`src/hdl/errq_map.svh`:
```
// Constants for the error queue and command fault classifier
`ifndef ERRQ_MAP_SVH
`define ERRQ_MAP_SVH
`define ERRQ_DEPTH        20
`define ERRQ_MSG_MAX      80
`define ERRQ_HDR_MAX      12
`define ERRQ_SHORT_MAX    4
`define ERR_NONE          16'sh0000
`define ERR_INV_CHAR      16'shFF9B
`define ERR_SYNTAX        16'shFF9A
`define ERR_SEPARATOR     16'shFF99
`define ERR_DATA_TYPE     16'shFF98
`define ERR_GET_INSIDE    16'shFF97
`define ERR_PARM_EXTRA    16'shFF94
`define ERR_PARM_MISSING  16'shFF93
`define ERR_HDR_LONG      16'shFF90
`define ERR_HDR_UNDEF     16'shFF8F
`define ERR_OVERFLOW      16'shFEA2
`endif

```
`src/hdl/errq_pkg.sv`:
```
// Types shared by the error queue block
package errq_pkg;
  typedef logic signed [15:0] err_code_t;

  // Fault flags raised by the command parser for one command
  typedef struct packed {
    logic inv_char;
    logic syntax;
    logic separator;
    logic data_type;
    logic get_inside;
    logic parm_extra;
    logic parm_missing;
    logic hdr_long;
    logic hdr_undef;
  } fault_t;

  // Answer to one read of the queue
  typedef struct packed {
    err_code_t code;
    logic      empty;
  } answer_t;

  typedef enum logic [1:0] {
    ST_IDLE  = 2'b00,
    ST_CMD   = 2'b01,
    ST_FLUSH = 2'b10
  } parse_st_t;
endpackage

```
`src/hdl/error_queue_core.sv`:
```
// Error classifier, error queue, indicator and beep of the command interpreter
// Behaviour
// - Errors are kept in a queue of at most twenty entries.
// - Each generated error gives one beep pulse, stored or not.
// - Reads return the oldest stored error first.
// - Error indicator is on while the queue holds anything.
// - Error into a full queue replaces newest entry with overflow code.
// - After overflow, new errors are dropped until a read removes one.
// - Empty read answers code zero remotely, no-errors flag on panel.
// - Queue empties at power-up and on clear-status command.
// - Reset common command leaves the queue untouched.
// - Each remote error query removes and returns one entry.
// - Answer is signed code plus message length of at most eighty characters.
// - Header longer than twelve characters logs code -112.
// - Forbidden character in keyword or parameter logs code -101.
// - Malformed syntax such as stray whitespace logs code -102.
// - Wrong separator logs code -103.
// - Wrong parameter type logs code -104.
// - Group execute trigger inside a command string logs code -105.
// - Too many parameters logs code -108.
// - Missing required parameters logs code -109.
// - Unknown header, or short form over four letters, logs code -113.
// - Each panel error-key press without a same-cycle remote query pops and shows one queued error.
// - Device clear flushes buffers and restarts parser, queue kept.
`include "errq_map.svh"
`timescale 1ns/100ps
`default_nettype none

module error_queue_core
  import errq_pkg::*;
#(
  parameter int DEPTH    = `ERRQ_DEPTH,
  parameter int HDR_MAX  = `ERRQ_HDR_MAX,
  parameter int SHORT_MAX = `ERRQ_SHORT_MAX
) (
  // Clock and reset
  input  wire logic       MCLK,
  input  wire logic       NRST,
  // Parsed command report
  input  wire logic       CMD_DONE,
  input  wire logic [7:0] HDR_LEN,
  input  wire logic [7:0] SHORT_LEN,
  input  wire logic       SHORT_FORM,
  input  wire fault_t     FAULTS,
  // Other error sources
  input  wire logic       EXT_ERR,
  input  wire err_code_t  EXT_CODE,
  // Common commands and interface messages
  input  wire logic       CLS_CMD,
  input  wire logic       RST_CMD,
  input  wire logic       DEV_CLEAR,
  // Readers
  input  wire logic       REMOTE_RD,
  input  wire logic       PANEL_KEY,
  // Answers
  output logic            RD_VALID,
  output err_code_t       RD_CODE,
  output logic            RD_PANEL,
  output logic            RD_EMPTY,
  output logic [6:0]      RD_MSG_LEN,
  // Indicators
  output logic            ERR_LAMP,
  output logic            BEEP,
  output logic            FLUSH_BUFS,
  output logic            PARSER_READY,
  output logic [4:0]      ERR_COUNT
);

  localparam int AW = $clog2(DEPTH);

  initial begin
    if (DEPTH < 2 || DEPTH > 31) $error("DEPTH out of range");
    if (HDR_MAX < 1 || HDR_MAX > 255) $error("HDR_MAX out of range");
    if (SHORT_MAX < 1 || SHORT_MAX > 255) $error("SHORT_MAX out of range");
    if (`ERRQ_MSG_MAX > 127) $error("message length does not fit its field");
    if ($bits(err_code_t) != 16) $error("error code must be 16 bits");
  end

  // Queue storage
  err_code_t        mem [DEPTH];
  logic [AW-1:0]    rd_ptr;
  logic [AW-1:0]    wr_ptr;
  logic [4:0]       count;
  logic             overflowed;
  parse_st_t        state;

  // Classified error of this cycle
  logic             new_err;
  err_code_t        new_code;
  logic             cmd_err;
  err_code_t        cmd_code;
  logic             hdr_too_long;
  logic             short_too_long;

  // Read and store decisions
  logic             do_read;
  logic             pop;
  logic [4:0]       count_after_rd;
  logic             has_room;
  logic             locked;
  logic             store;
  logic             replace;

  // Queue head, newest slot, next answer and next parser state
  err_code_t        head_code;
  logic [AW-1:0]    newest;
  answer_t          next_answer;
  parse_st_t        next_state;

  // Wrap-around pointer step
  function automatic logic [AW-1:0] ptr_inc(input logic [AW-1:0] p);
    if (p == AW'(DEPTH - 1)) begin
      ptr_inc = '0;
    end else begin
      ptr_inc = p + AW'(1);
    end
  endfunction

  // Pointer step backwards, for the newest entry
  function automatic logic [AW-1:0] ptr_dec(input logic [AW-1:0] p);
    if (p == '0) begin
      ptr_dec = AW'(DEPTH - 1);
    end else begin
      ptr_dec = p - AW'(1);
    end
  endfunction

  // Message length for a code, longest text kept within eighty characters
  function automatic logic [6:0] msg_len(input err_code_t c);
    case (c)
      `ERR_NONE:         msg_len = 7'd8;
      `ERR_INV_CHAR:     msg_len = 7'd17;
      `ERR_SYNTAX:       msg_len = 7'd12;
      `ERR_SEPARATOR:    msg_len = 7'd17;
      `ERR_DATA_TYPE:    msg_len = 7'd15;
      `ERR_GET_INSIDE:   msg_len = 7'd15;
      `ERR_PARM_EXTRA:   msg_len = 7'd21;
      `ERR_PARM_MISSING: msg_len = 7'd17;
      `ERR_HDR_LONG:     msg_len = 7'd25;
      `ERR_HDR_UNDEF:    msg_len = 7'd16;
      `ERR_OVERFLOW:     msg_len = 7'd14;
      default:           msg_len = 7'(`ERRQ_MSG_MAX);
    endcase
  endfunction

  // Priority encoder of parser faults into one code, first fault wins
  function automatic err_code_t classify(input fault_t f, input logic hdr_long,
                                         input logic short_long);
    if (f.get_inside) begin
      classify = `ERR_GET_INSIDE;
    end else if (f.inv_char) begin
      classify = `ERR_INV_CHAR;
    end else if (f.syntax) begin
      classify = `ERR_SYNTAX;
    end else if (f.separator) begin
      classify = `ERR_SEPARATOR;
    end else if (hdr_long) begin
      classify = `ERR_HDR_LONG;
    end else if (f.hdr_undef || short_long) begin
      classify = `ERR_HDR_UNDEF;
    end else if (f.data_type) begin
      classify = `ERR_DATA_TYPE;
    end else if (f.parm_extra) begin
      classify = `ERR_PARM_EXTRA;
    end else if (f.parm_missing) begin
      classify = `ERR_PARM_MISSING;
    end else begin
      classify = `ERR_NONE;
    end
  endfunction

  // Length checks on the received header
  always_comb begin
    hdr_too_long   = FAULTS.hdr_long || HDR_LEN > 8'(HDR_MAX);
    short_too_long = SHORT_FORM && SHORT_LEN > 8'(SHORT_MAX);
  end

  // One error per cycle: a faulty command, else the other source
  always_comb begin
    cmd_code = classify(FAULTS, hdr_too_long, short_too_long);
    cmd_err  = CMD_DONE && state == ST_CMD && cmd_code != `ERR_NONE;
    if (cmd_err) begin
      new_err  = 1'b1;
      new_code = cmd_code;
    end else begin
      new_err  = EXT_ERR;
      new_code = EXT_CODE;
    end
  end

  // Oldest entry and slot of the newest entry
  assign head_code = mem[rd_ptr];
  assign newest    = ptr_dec(wr_ptr);

  // Read request; one pop even when both readers ask together
  always_comb begin
    do_read = REMOTE_RD || PANEL_KEY;
    pop     = do_read && count != 5'd0;
  end

  // Count after the read of this cycle, before any store
  always_comb begin
    count_after_rd = pop ? count - 5'd1 : count;
  end

  // Room left after the read, and the overflow lock
  always_comb begin
    has_room = count_after_rd < 5'(DEPTH);
    locked   = overflowed && !pop;
  end

  // Store or overflow decision; clear-status drops the new error
  always_comb begin
    store   = new_err && !CLS_CMD && has_room && !locked;
    replace = new_err && !CLS_CMD && !has_room && !overflowed;
  end

  // Next parser state: device clear flushes and restarts, queue kept
  always_comb begin
    case (state)
      ST_IDLE:  next_state = ST_CMD;
      ST_CMD:   next_state = DEV_CLEAR ? ST_FLUSH : ST_CMD;
      ST_FLUSH: next_state = ST_CMD;
      default:  next_state = ST_IDLE;
    endcase
  end

  // Parser state register
  always_ff @(posedge MCLK) begin
    if (!NRST) begin
      state <= ST_IDLE;
    end else begin
      state <= next_state;
    end
  end

  // Storage writes; overflow code replaces the newest entry
  always_ff @(posedge MCLK) begin
    if (store) begin
      mem[wr_ptr] <= new_code;
    end else if (replace) begin
      mem[newest] <= `ERR_OVERFLOW;
    end
  end

  // Read pointer; reset and clear-status empty the queue
  always_ff @(posedge MCLK) begin
    if (!NRST || CLS_CMD) begin
      rd_ptr <= '0;
    end else if (pop) begin
      rd_ptr <= ptr_inc(rd_ptr);
    end
  end

  // Write pointer, advanced only by a stored error
  always_ff @(posedge MCLK) begin
    if (!NRST || CLS_CMD) begin
      wr_ptr <= '0;
    end else if (store) begin
      wr_ptr <= ptr_inc(wr_ptr);
    end
  end

  // Entry count: removal first, then the store decision
  always_ff @(posedge MCLK) begin
    if (!NRST || CLS_CMD) begin
      count <= 5'd0;
    end else begin
      count <= count_after_rd + (store ? 5'd1 : 5'd0);
    end
  end

  // Overflow lock until an entry is removed
  always_ff @(posedge MCLK) begin
    if (!NRST || CLS_CMD) begin
      overflowed <= 1'b0;
    end else if (replace) begin
      overflowed <= 1'b1;
    end else if (pop) begin
      overflowed <= 1'b0;
    end
  end

  // Answer of this read: oldest entry, or zero and the empty flag
  always_comb begin
    if (pop) begin
      next_answer.code  = head_code;
      next_answer.empty = 1'b0;
    end else begin
      next_answer.code  = `ERR_NONE;
      next_answer.empty = 1'b1;
    end
  end

  // Answer strobe, one cycle after each read
  always_ff @(posedge MCLK) begin
    if (!NRST) begin
      RD_VALID <= 1'b0;
    end else begin
      RD_VALID <= do_read;
    end
  end

  // Answer flags: who asked and whether the queue was empty
  always_ff @(posedge MCLK) begin
    if (!NRST) begin
      RD_PANEL <= 1'b0;
      RD_EMPTY <= 1'b0;
    end else if (do_read) begin
      RD_PANEL <= !REMOTE_RD;
      RD_EMPTY <= next_answer.empty;
    end
  end

  // Answer code and message length, held until the next read
  always_ff @(posedge MCLK) begin
    if (!NRST) begin
      RD_CODE    <= `ERR_NONE;
      RD_MSG_LEN <= 7'd0;
    end else if (do_read) begin
      RD_CODE    <= next_answer.code;
      RD_MSG_LEN <= msg_len(next_answer.code);
    end
  end

  // Beep pulse for every generated error
  always_ff @(posedge MCLK) begin
    if (!NRST) begin
      BEEP <= 1'b0;
    end else begin
      BEEP <= new_err;
    end
  end

  // Flush pulse for the input/output buffers
  always_ff @(posedge MCLK) begin
    if (!NRST) begin
      FLUSH_BUFS <= 1'b0;
    end else begin
      FLUSH_BUFS <= state == ST_CMD && DEV_CLEAR;
    end
  end

  // Parser ready level for the command source
  assign PARSER_READY = state == ST_CMD;

  // Error indicator and count, straight from the count register
  assign ERR_LAMP     = count != 5'd0;
  assign ERR_COUNT    = count;

endmodule

`default_nettype wire

```
`config.mk`:
```
export PLATFORM = sky130hd
export DESIGN_NAME = error_queue_core
export DESIGN_NICKNAME = d
export VERILOG_FILES = /design/src/hdl/errq_pkg.sv /design/src/hdl/error_queue_core.sv
export VERILOG_INCLUDE_DIRS = /design/src /design/src/hdl
export SDC_FILE = /design/constraint.sdc
export NUM_CORES = 1
export LEC_CHECK = 0
export BUFFER_PORTS_ARGS = -buffer_cell sky130_fd_sc_hd__buf_2
export CELL_PAD_IN_SITES_DETAIL_PLACEMENT = 1
export CELL_PAD_IN_SITES_GLOBAL_PLACEMENT = 1
export CORE_MARGIN = 2
export CORE_UTILIZATION = 58
export CTS_BUF_LIST = sky130_fd_sc_hd__clkbuf_4 sky130_fd_sc_hd__clkbuf_8
export DETAILED_ROUTE_END_ITERATION = 8
export GPL_ROUTABILITY_DRIVEN = 0
export HOLD_SLACK_MARGIN = 0.08
export PLACE_DENSITY_LB_ADDON = 0.08
export SLEW_MARGIN = 25
export SYNTH_ARGS = -nofsm -noshare
export SYNTH_HDL_FRONTEND = slang
export SYNTH_SLANG_ARGS = --single-unit
```
`constraint.sdc`:
```
create_clock -name MCLK -period 14.7 [get_ports MCLK]
set_input_delay 0.735 -clock MCLK [delete_from_list [all_inputs] [get_ports MCLK]]
set_output_delay 0.735 -clock MCLK [all_outputs]
set_load 0.02 [all_outputs]
```
==> results of run 1 <==
-- flip-flops by register name (all words and copies together) (netlist names), named ones only --
| register | flops |
|---|---|
| mem | 320 |
| RD_MSG_LEN | 6 |
| RD_EMPTY | 1 |
| overflowed | 1 |
| wr_ptr | 5 |
| RD_CODE | 16 |
| rd_ptr | 5 |
| RD_PANEL | 1 |
| ERR_COUNT | 5 |
| state | 2 |
| RD_VALID | 1 |
| BEEP | 1 |
-- worst max-delay path by stage --
stage                     cells past startpoint       endpoint    startpoint
after floorplan                              12     mem[10][0]  ERR_COUNT[0]
after global routing                         10  RD_MSG_LEN[6]          flop
after global placement                       12      mem[5][1]  SHORT_LEN[6]
after detailed placement                     12      mem[4][1]  SHORT_LEN[6]
final                                        10  RD_MSG_LEN[6]          flop
after CTS                                    10  RD_MSG_LEN[6]          flop
-- placed cells by master (no fill, tap or decap), drive strengths merged, types with 8 or more instances in the layout --
| cell | count |
|---|---|
| a21oi | 39 |
| a22oi | 21 |
| and2 | 11 |
| buf | 115 |
| clkbuf | 81 |
| clkinv | 16 |
| dfxtp | 49 |
| edfxtp | 320 |
| inv | 16 |
| mux2i | 66 |
| mux4 | 56 |
| nand2 | 50 |
| nand2b | 8 |
| nand3 | 21 |
| nor2 | 64 |
| nor2b | 14 |
| nor3 | 10 |
| nor4 | 8 |
| o21ai | 21 |
| or3 | 12 |
| xnor2 | 9 |
-- per-stage QoR --
stage	total power, mW	hold slack [ns]	worst slack [ns]	area (µm²)
floorplan	1.58	0.453	9.87	15200
global placement	1.69	0.441	10.19	16100
detailed placement	1.71	0.448	10.02	16100
CTS	2.52	0.317	10.27	17200
global route	2.60	0.319	10.09	17200
finish	2.50	0.341	10.33	17200
-- worst max-delay path, stage by stage (launching register included) --
cell and delay [ns]:
dfxtp_4 0.79, buf_4 0.61, mux4_1 0.67, mux4_2 0.52, nand2_1 0.09, a21oi_1 0.17, or2_2 0.36, nor4bb_1 0.34
a22oi_1 0.20, o22ai_1 0.29, o31ai_1 0.13
-- synth_stat cells, drive strengths merged, types with 8 or more instances --
cell type / count
edfxtp: 320
mux2i: 66
nor2: 64
mux4: 56
nand2: 50
dfxtp: 49
a21oi: 39
buf: 25
a22oi: 21
clkbuf: 21
nand3: 21
o21ai: 21
inv: 14
nor2b: 14
or3: 12
and2: 11
nor3: 10
xnor2: 9
nand2b: 8
nor4: 8
-- metal layers --
layer	GRT usage [%]	up-vias	share of wire (%)
li1	-	3934	-
met4	12.0	0	3.7
met2	49.2	376	50
met3	6.15	94	7.7
met1	38.1	4612	38
met5	0	-	0
-- final cells by class --
| class | instances | area, µm² | share of cell area (%) |
|---|---|---|---|
| multi-input combinational | 505 | 4390 | 25.6 |
| clock inverter | 17 | 87.6 | 0.510 |
| timing repair buffer | 115 | 656 | 3.82 |
| tap | 335 | 419 | 2.44 |
| inverter | 15 | 56.3 | 0.328 |
| clock buffer | 81 | 971 | 5.65 |
| sequential | 369 | 10600 | 61.7 |
-- where the power goes --
group	leakage (nW)	total [mW]	switching [mW]	internal, mW
combinational	1.83	0.492	0.297	0.195
sequential	3.27	1.20	0.0302	1.17
clock	0.571	0.810	0.387	0.424
-- cell families after synthesis --
family	count (synthesis)	synth area share (%)
multiplexers	128	13.4
other	1	0.0247
adder cells (fa/ha/maj)	6	0.494
flip-flops	369	69.7
AO/OA/AOI/OAI	129	5.68
XOR/XNOR	16	0.971
buffers and inverters	61	2.21
AND/OR/NAND/NOR	225	7.56
==> flow_summary_export.csv, run 1 <==
group,metric,value,unit
drt,firstDrtPassIters,5,
critical_path,critPathArrivalTime,4.81,ns
sta,tightest_slew,0.824,ns
global_routing,grt.total_usage,29.4,%
sta,rsz0062_at_grt,"no",
placement,port_buffers,83,
pwr,p_leak,5.67,nW
floorplan,core_area,0.0259,mm²
logic_synthesis,avgSynthCellArea,16.3,µm²
global_routing,gr-total-overflow,0,
cts,cts_buffers,57,
global_routing,grt_pass1_wl,59900,µm
final_layout,layout-drive-gt1-share,27.1,%
final_layout,antenna_cells,0,
logic_synthesis,ys_warn_count,0,
logic_synthesis,netlist_area,0.0152,mm²
placement,placed_cells,1339,
min_path,hp-start,"REMOTE_RD",
critical_path,cp.required,15.14,ns
final_layout,nets,1120,
logic_synthesis,netlist_instances,935,
critical_path,reg2reg_depth,10,
sta,fin_skew,0.0153,ns
sta,slew_headroom,45.0,%
cts,clockBufferDepth,3,
logic_synthesis,synth_top_area_cell,"edfxtp_1",
cts,cts_tree,"yes",
critical_path,critPathMaxFanout,37,
logic_synthesis,synth_edf_count,320,
global_routing,grt_max_degree,42,
logic_synthesis,async_flop_share,0,%
logic_synthesis,ys_seq_area_share,69.7,%
floorplan,die_y,166,µm
drt,first_iter_violations,743,
logic_synthesis,synth-seq-cells,369,
logic_synthesis,synth_top_area_share,63.2,%
drt,drc_errors,0,
sta,finalSetupTns,0,ns
floorplan,ios,86,
critical_path,rrSetupSlack,10.33,ns
global_routing,grt_pass1_vias,9755,
placement,dpl.hpwl,24800,µm
sta,slew_violations,0,
final_layout,fill_cells,2342,
floorplan,die_x,166,µm
drt,drt-vias-per-instance,6.27,
global_routing,antenna_found_initial,0,
sta,setup_viol_count_final,0,
sta,period_minus_slack,4.37,ns
logic_synthesis,synthFlopType,"edfxtp_1",
cts,cts_resized,0,
logic_synthesis,yosysUniqueCellTypes,72,
critical_path,cp-end-kind,"flop",
outcome,status,"finished clean",
cts,cts.sinks,369,
pwr,ir_worst_vdd,0.102,mV
sta,fmax,0.229,GHz
logic_synthesis,synth.area.top_cells,"edfxtp_1 63%, mux4_2 6.5%, dfxtp_1 6.5%, mux2i_1 4.3%, mux4_1 2.1%",
logic_synthesis,syn_nets,992,
cts,path_clk_slew,0.06,ns
floorplan,die-area,0.0275,mm²
critical_path,crit_type,"reg -> reg",
drt,vias,9016,
cts,postCtsSetupBuffers,0,
min_path,whs_endpoint,"RD_PANEL",
critical_path,r2r-end,"RD_MSG_LEN[6]",
floorplan,fp-row-count,59,
floorplan,start_util,58.7,%
cts,htreeDepth,2,
sta,fin_crit_sh,29.7,%
drt,ant_nets,0,
critical_path,start_kind,"flop",
final_layout,area_delta_synth_final,13.0,%
final_layout,post-route-util,66.3,%
sta,finalHoldViolCount,0,
final_layout,final_cells,1437,
drt,drt-wirelength-per-cell,27.8,µm
min_path,hold_depth,2,
drt,routed_wl,39900,µm
cts,ctsHoldBuffers,0,
min_path,min_path_type,"in -> reg",
flow_run,maxCapViolations,0,
pwr,powerDensity,146,mW/mm²
cts,clock_latency,0.60,ns
cts,cts-root-buf,"clkbuf_8",
No activity file was read; power rests on OpenSTA's default activity.
==> run 2, diff against run 1 <==
--- a/config.mk
+++ b/config.mk
@@ -10,7 +10,7 @@
 export CELL_PAD_IN_SITES_DETAIL_PLACEMENT = 1
 export CELL_PAD_IN_SITES_GLOBAL_PLACEMENT = 1
 export CORE_MARGIN = 2
-export CORE_UTILIZATION = 58
+export CORE_UTILIZATION = 54
 export CTS_BUF_LIST = sky130_fd_sc_hd__clkbuf_4 sky130_fd_sc_hd__clkbuf_8
 export DETAILED_ROUTE_END_ITERATION = 8
 export GPL_ROUTABILITY_DRIVEN = 0
==> constraint.sdc (replaced) <==
create_clock -name MCLK -period 4.48 [get_ports MCLK]
set_input_delay 0.224 -clock MCLK [delete_from_list [all_inputs] [get_ports MCLK]]
set_output_delay 0.224 -clock MCLK [all_outputs]
set_load 0.02 [all_outputs]
==> flow_summary_export.csv, run 2 (synthesis results as in run 1) <==
group,metric,value,unit
outcome,status,"finished clean",
sta,fmax,0.245,GHz
critical_path,r2r-end,"mem[1][14]",
critical_path,cp.required,4.75,ns
critical_path,rr_startpoint,"ERR_COUNT[0]",
final_layout,final_common_cell,"edfxtp_1",
floorplan,ios,86,
drt,firstDrtPassIters,5,
final_layout,antenna_cells,0,
sta,slew_violations,0,
critical_path,crit_path_start,"ERR_COUNT[0]",
sta,slew_headroom,38.6,%
cts,cts_tree,"yes",
sta,fin_skew,0.0202,ns
final_layout,area_delta_synth_final,15.4,%
sta,fin_crit_sh,91.1,%
drt,drt-vias-per-instance,5.91,
critical_path,rrSetupSlack,0.40,ns
cts,cts.sinks,369,
final_layout,layout_common_cells,"320 x edfxtp_1, 83 x buf_2, 66 x mux2i_1, 61 x clkbuf_8, 52 x nor2_1",
placement,dpl.hpwl,25400,µm
final_layout,largest_register,"mem",
pwr,powerDensity,479,mW/mm²
drt,vias,8971,
pwr,ir_worst_vdd,0.292,mV
final_layout,layout-drive-gt1-share,28.1,%
critical_path,endpoint,"mem[1][14]",
sta,fin_ws,0.400,ns
global_routing,grt_max_degree,73,
cts,cts_buffers,58,
critical_path,critPathArrivalTime,4.35,ns
cts,cts_resized,0,
cts,path_clk_slew,0.06,ns
drt,ant_nets,0,
final_layout,largest_register_ffs,320,
final_layout,biggestRegsByFlops,"mem: 320 flops, RD_CODE: 16 flops, RD_MSG_LEN: 6 flops",
pwr,p_leak,5.85,nW
floorplan,die-area,0.0295,mm²
cts,htreeDepth,2,
final_layout,post-route-util,63.1,%
floorplan,fp-row-count,61,
min_path,min_path_type,"in -> reg",
cts,clockBufferDepth,3,
floorplan,core_area,0.0278,mm²
drt,drc_errors,0,
sta,period_minus_slack,4.08,ns
critical_path,critPathMaxFanout,16,
pwr,power.total,8.39,mW
floorplan,start_util,54.7,%
global_routing,grt.total_usage,26.4,%
sta,rsz0062_at_grt,"no",
cts,clock_latency,0.60,ns
sta,finalHoldViolCount,0,
final_layout,nets,1148,
floorplan,die_y,172,µm
floorplan,die_x,172,µm
drt,routed_wl,37800,µm
critical_path,cp-end-kind,"flop",
critical_path,reg2reg_depth,12,
global_routing,grt_pass1_wl,56400,µm
placement,port_buffers,83,
global_routing,grt_pass1_vias,9339,
drt,drt-wirelength-per-cell,24.9,µm
critical_path,crit_type,"reg -> reg",
global_routing,gr-total-overflow,0,
global_routing,antenna_found_initial,0,
cts,cts-root-buf,"clkbuf_8",
cts,postCtsSetupBuffers,0,
placement,post-place-ws,0.373,ns
sta,hold_slack,0.216,ns
sta,setup_viol_count_final,0,
drt,first_iter_violations,735,
sta,tightest_slew,0.921,ns
flow_run,maxCapViolations,0,
critical_path,start_kind,"flop",
==> run 2: changes by cell type in the layout (fill, tap and decap cells not counted), sizes merged <==
cell         delta
buf            +19
dlygate4sd3     +8
bufinv          +1
clkbuf          +4
clkinv          +7
clkinvlp        +1
inv             -2
==> run 2: power breakdown <==
group          internal, mW  switching (mW)  total (mW)
logic                 0.675            1.02        1.69
clock network          1.51            1.27        2.78
registers              3.85          0.0704        3.92
==> run 2: how the worst min path moves through the flow <==
stage                 from         to  slack, ns  cells after the start
6_report       EXT_CODE[1]  mem[4][1]       0.22                      4
5_1_grt        EXT_CODE[1]  mem[4][1]       0.23                      4
4_1_cts        EXT_CODE[1]  mem[4][1]       0.19                      4
3_5_place_dp     REMOTE_RD   RD_PANEL       0.43                      2
3_3_place_gp     REMOTE_RD   RD_PANEL       0.42                      2
2_1_floorplan    REMOTE_RD   RD_PANEL       0.30                      1
==> run 2: what timing repair did <==
item	in CTS	in global routing
endpoints found under the hold margin	12	0
endpoints found under the setup margin	0	0
hold buffers	8	0
==> run 2: cell type report <==
cell class / count / area [µm²]
clock buffers: 85 / 1020
clock inverters: 24 / 130
fillers: 2633 / 10200
inverters: 15 / 56.3
multi-input cells: 505 / 4360
flip-flops and latches: 369 / 10600
well taps: 378 / 473
repair buffers: 142 / 903
==> run 2: stage by stage <==
stage / cell area, µm² / cells / TNS (ns)
floorplan: 15200 / 935 / -22.46
global route: 17500 / 1518 / 0
global placement: 16300 / 1401 / 0
finish: 17500 / 1518 / 0
CTS: 17500 / 1518 / 0
detailed placement: 16300 / 1401 / 0
==> run 2: per-layer routing <==
layer	wire length, µm	track usage, %	up-vias
li1	-	-	4003
met1	15700	35.3	4590
met2	18400	42.9	300
met3	2170	4.28	78
met4	1570	11.8	0
met5	0	0	-
==> run 2: critical path, cell delays in order, from the launching register on <==
cell and delay [ns]:
dfxtp_1 0.32, inv_1 0.09, ha_1 0.20, or4b_2 0.70, nand3_1 0.14, xor2_1 0.12
a21oi_1 0.26, or3b_1 0.53, nor4_2 0.30, xnor2_2 0.27, nand3_1 0.36, nor2_2 0.17
buf_4 0.29
==> run 3, diff against run 2 <==
--- a/config.mk
+++ b/config.mk
@@ -6,13 +6,13 @@
 export SDC_FILE = /design/constraint.sdc
 export NUM_CORES = 1
 export LEC_CHECK = 0
-export BUFFER_PORTS_ARGS = -buffer_cell sky130_fd_sc_hd__buf_2
 export CELL_PAD_IN_SITES_DETAIL_PLACEMENT = 1
 export CELL_PAD_IN_SITES_GLOBAL_PLACEMENT = 1
 export CORE_MARGIN = 2
-export CORE_UTILIZATION = 54
+export CORE_UTILIZATION = 56
 export CTS_BUF_LIST = sky130_fd_sc_hd__clkbuf_4 sky130_fd_sc_hd__clkbuf_8
 export DETAILED_ROUTE_END_ITERATION = 8
+export DONT_BUFFER_PORTS = 1
 export GPL_ROUTABILITY_DRIVEN = 0
 export HOLD_SLACK_MARGIN = 0.08
 export PLACE_DENSITY_LB_ADDON = 0.08
==> flow_summary_export.csv, run 3 (synthesis results as in run 1) <==
group,metric,value,unit
floorplan,core_area,0.0268,mm²
critical_path,max_stage_delay,0.77,ns
critical_path,crit_chain,"inv_1, ha_1, or4b_2, nand3_1, xor2_1, a21oi_2, or3b_1, nor4_2, xnor2_2, nand3_1, nor2_1, buf_4",
sta,fin_ws,0.279,ns
drt,wl_met2,19600,µm
global_routing,grt.total_usage,28.1,%
final_layout,layout_common_cells,"320 x edfxtp_1, 66 x mux2i_1, 62 x nor2_1, 58 x clkbuf_8, 50 x buf_4",
final_layout,final_common_cell,"edfxtp_1",
drt,wl_met1,16200,µm
pwr,comb_power_share,18.3,%
sta,tightest_slew,0.833,ns
floorplan,ios,86,
cts,htreeDepth,2,
sta,slew_violations,0,
drt,first_iter_violations,878,
sta,fmax,0.238,GHz
cts,path_clk_slew,0.06,ns
placement,post-place-ws,0.231,ns
pwr,p_sw_share,29.0,%
cts,cts.sinks,369,
drt,routed_wl,39400,µm
placement,port_buffers,0,
sta,finalSetupTns,0,ns
pwr,powerDensity,488,mW/mm²
critical_path,crit_path_start,"ERR_COUNT[0]",
placement,dpl.hpwl,25900,µm
global_routing,grt_pass1_vias,9530,
critical_path,cp_slowest_cell,"or4b_2",
drt,vias,8787,
pwr,p_int,5.92,mW
sta,slew_headroom,44.4,%
sta,setup_viol_count_final,0,
floorplan,die_x,169,µm
sta,period_minus_slack,4.20,ns
floorplan,fp-row-count,60,
critical_path,critPathArrivalTime,4.47,ns
global_routing,grt_pass1_wl,58500,µm
critical_path,cp.required,4.75,ns
cts,cts-root-buf,"clkbuf_8",
pwr,power_switching,2.42,mW
outcome,status,"finished clean",
floorplan,die_y,169,µm
drt,dr.max_layer_used,"met4",
critical_path,rr_startpoint,"ERR_COUNT[0]",
global_routing,grt_max_degree,42,
cts,cts_buffers,58,
final_layout,nets,1067,
sta,finalHoldViolCount,0,
global_routing,antenna_found_initial,1,
drt,ant_nets,0,
final_layout,antenna_cells,0,
global_routing,gr-total-overflow,0,
cts,cts_tree,"yes",
pwr,ir_worst_vdd,0.302,mV
drt,met3WireLength,2220,µm
pwr,pwr-share-seq,48.3,%
final_layout,fill_cells,2406,
critical_path,cp-end-kind,"flop",
cts,clockBufferDepth,3,
drt,drt-vias-per-instance,6.29,
flow_run,maxCapViolations,0,
final_layout,area_delta_synth_final,12.2,%
critical_path,rrSetupSlack,0.28,ns
sta,fin_crit_sh,93.8,%
drt,firstDrtPassIters,5,
min_path,min_path_type,"in -> reg",
critical_path,cp_common_cell,"nand3_1",
final_layout,largest_register_ffs,320,
cts,clock_latency,0.61,ns
cts,postCtsSetupBuffers,0,
floorplan,die-area,0.0285,mm²
pwr,pwr-share-clk,33.4,%
drt,drt-wirelength-per-cell,28.2,µm
final_layout,layout-drive-gt1-share,21.3,%
pwr,p_leak,5.48,nW
sta,rsz0062_at_grt,"no",
final_layout,biggestRegsByFlops,"mem: 320 flops, RD_CODE: 16 flops, RD_MSG_LEN: 6 flops",
critical_path,critPathMaxFanout,16,
min_path,hp-start,"EXT_CODE[1]",
final_layout,largest_register,"mem",
sta,hold_slack,0.103,ns
critical_path,crit_type,"reg -> reg",
drt,drc_errors,0,
sta,fin_skew,0.0210,ns
critical_path,start_kind,"flop",
floorplan,start_util,56.7,%
-- run 3: cell count changes in the layout (fill, tap and decap cells not counted), moves of 2 or more --
cell and delta:
clkbuf_8 -3, nor2_2 -10, buf_2 -83, nor2_1 +10
clkinv_2 +5, clkbuf_4 -9, inv_6 +2
-- run 3: what timing repair did --
item	in CTS	in global routing
resized for setup	0	1
endpoints found under the setup margin	0	20
hold buffers	7	1
hold endpoints to repair	36	20
-- run 3: cell type report --
| type | count | area (µm²) | area share, % |
|---|---|---|---|
| repair buffers | 61 | 515 | 3.02 |
| inverters | 15 | 56.3 | 0.330 |
| clock buffers | 73 | 911 | 5.34 |
| flip-flops and latches | 369 | 10600 | 62.1 |
| well taps | 341 | 427 | 2.50 |
| multi-input cells | 505 | 4340 | 25.4 |
| clock inverters | 33 | 215 | 1.26 |
-- run 3: path summary, 6_finish.rpt --
kind / cells past startpoint / to
setup / recovery: 12 / mem[0][4]
hold / removal: 3 / mem[0][1]
setup reg to reg: 12 / mem[0][4]
hold reg to reg: 2 / overflowed
-- run 3: layer usage --
metal | up-vias | track usage, %
met2 | 304 | 46.6
met4 | 0 | 11.2
met3 | 87 | 4.65
li1 | 3840 | -
met5 | - | 0
met1 | 4556 | 37.7
-- run 3: metrics by stage --
step	cells	cell area, µm²	utilization (%)	power, mW
finish	1397	17100	63.7	8.33
global route	1397	17100	63.7	8.63
CTS	1396	17000	63.6	8.36
detailed placement	1283	15800	59.1	5.59
global placement	1283	15800	59.1	5.51
floorplan	935	15200	-	5.18
-- run 3: power by group through the flow --
| stage | Clock [mW] | Sequential [mW] | Combinational (mW) |
|---|---|---|---|
| 2_1_floorplan | 0 | 4.04 | 1.14 |
| 3_3_place_gp | 0 | 4.09 | 1.42 |
| 3_5_place_dp | 0 | 4.10 | 1.50 |
| 4_1_cts | 2.82 | 4.03 | 1.51 |
| 5_1_grt | 2.96 | 4.04 | 1.63 |
| 6_report | 2.79 | 4.02 | 1.52 |
-- run 3: critical path: cells and delay by family, from the launching register on --
| family | cells | cell delay [ns] |
|---|---|---|
| AND/OR/NAND/NOR | 6 | 2.22 |
| buffers and inverters | 2 | 0.45 |
| adder cells (fa/ha/maj) | 1 | 0.20 |
| flip-flops | 1 | 0.39 |
| AO/OA/AOI/OAI | 1 | 0.22 |
| XOR/XNOR | 2 | 0.38 |
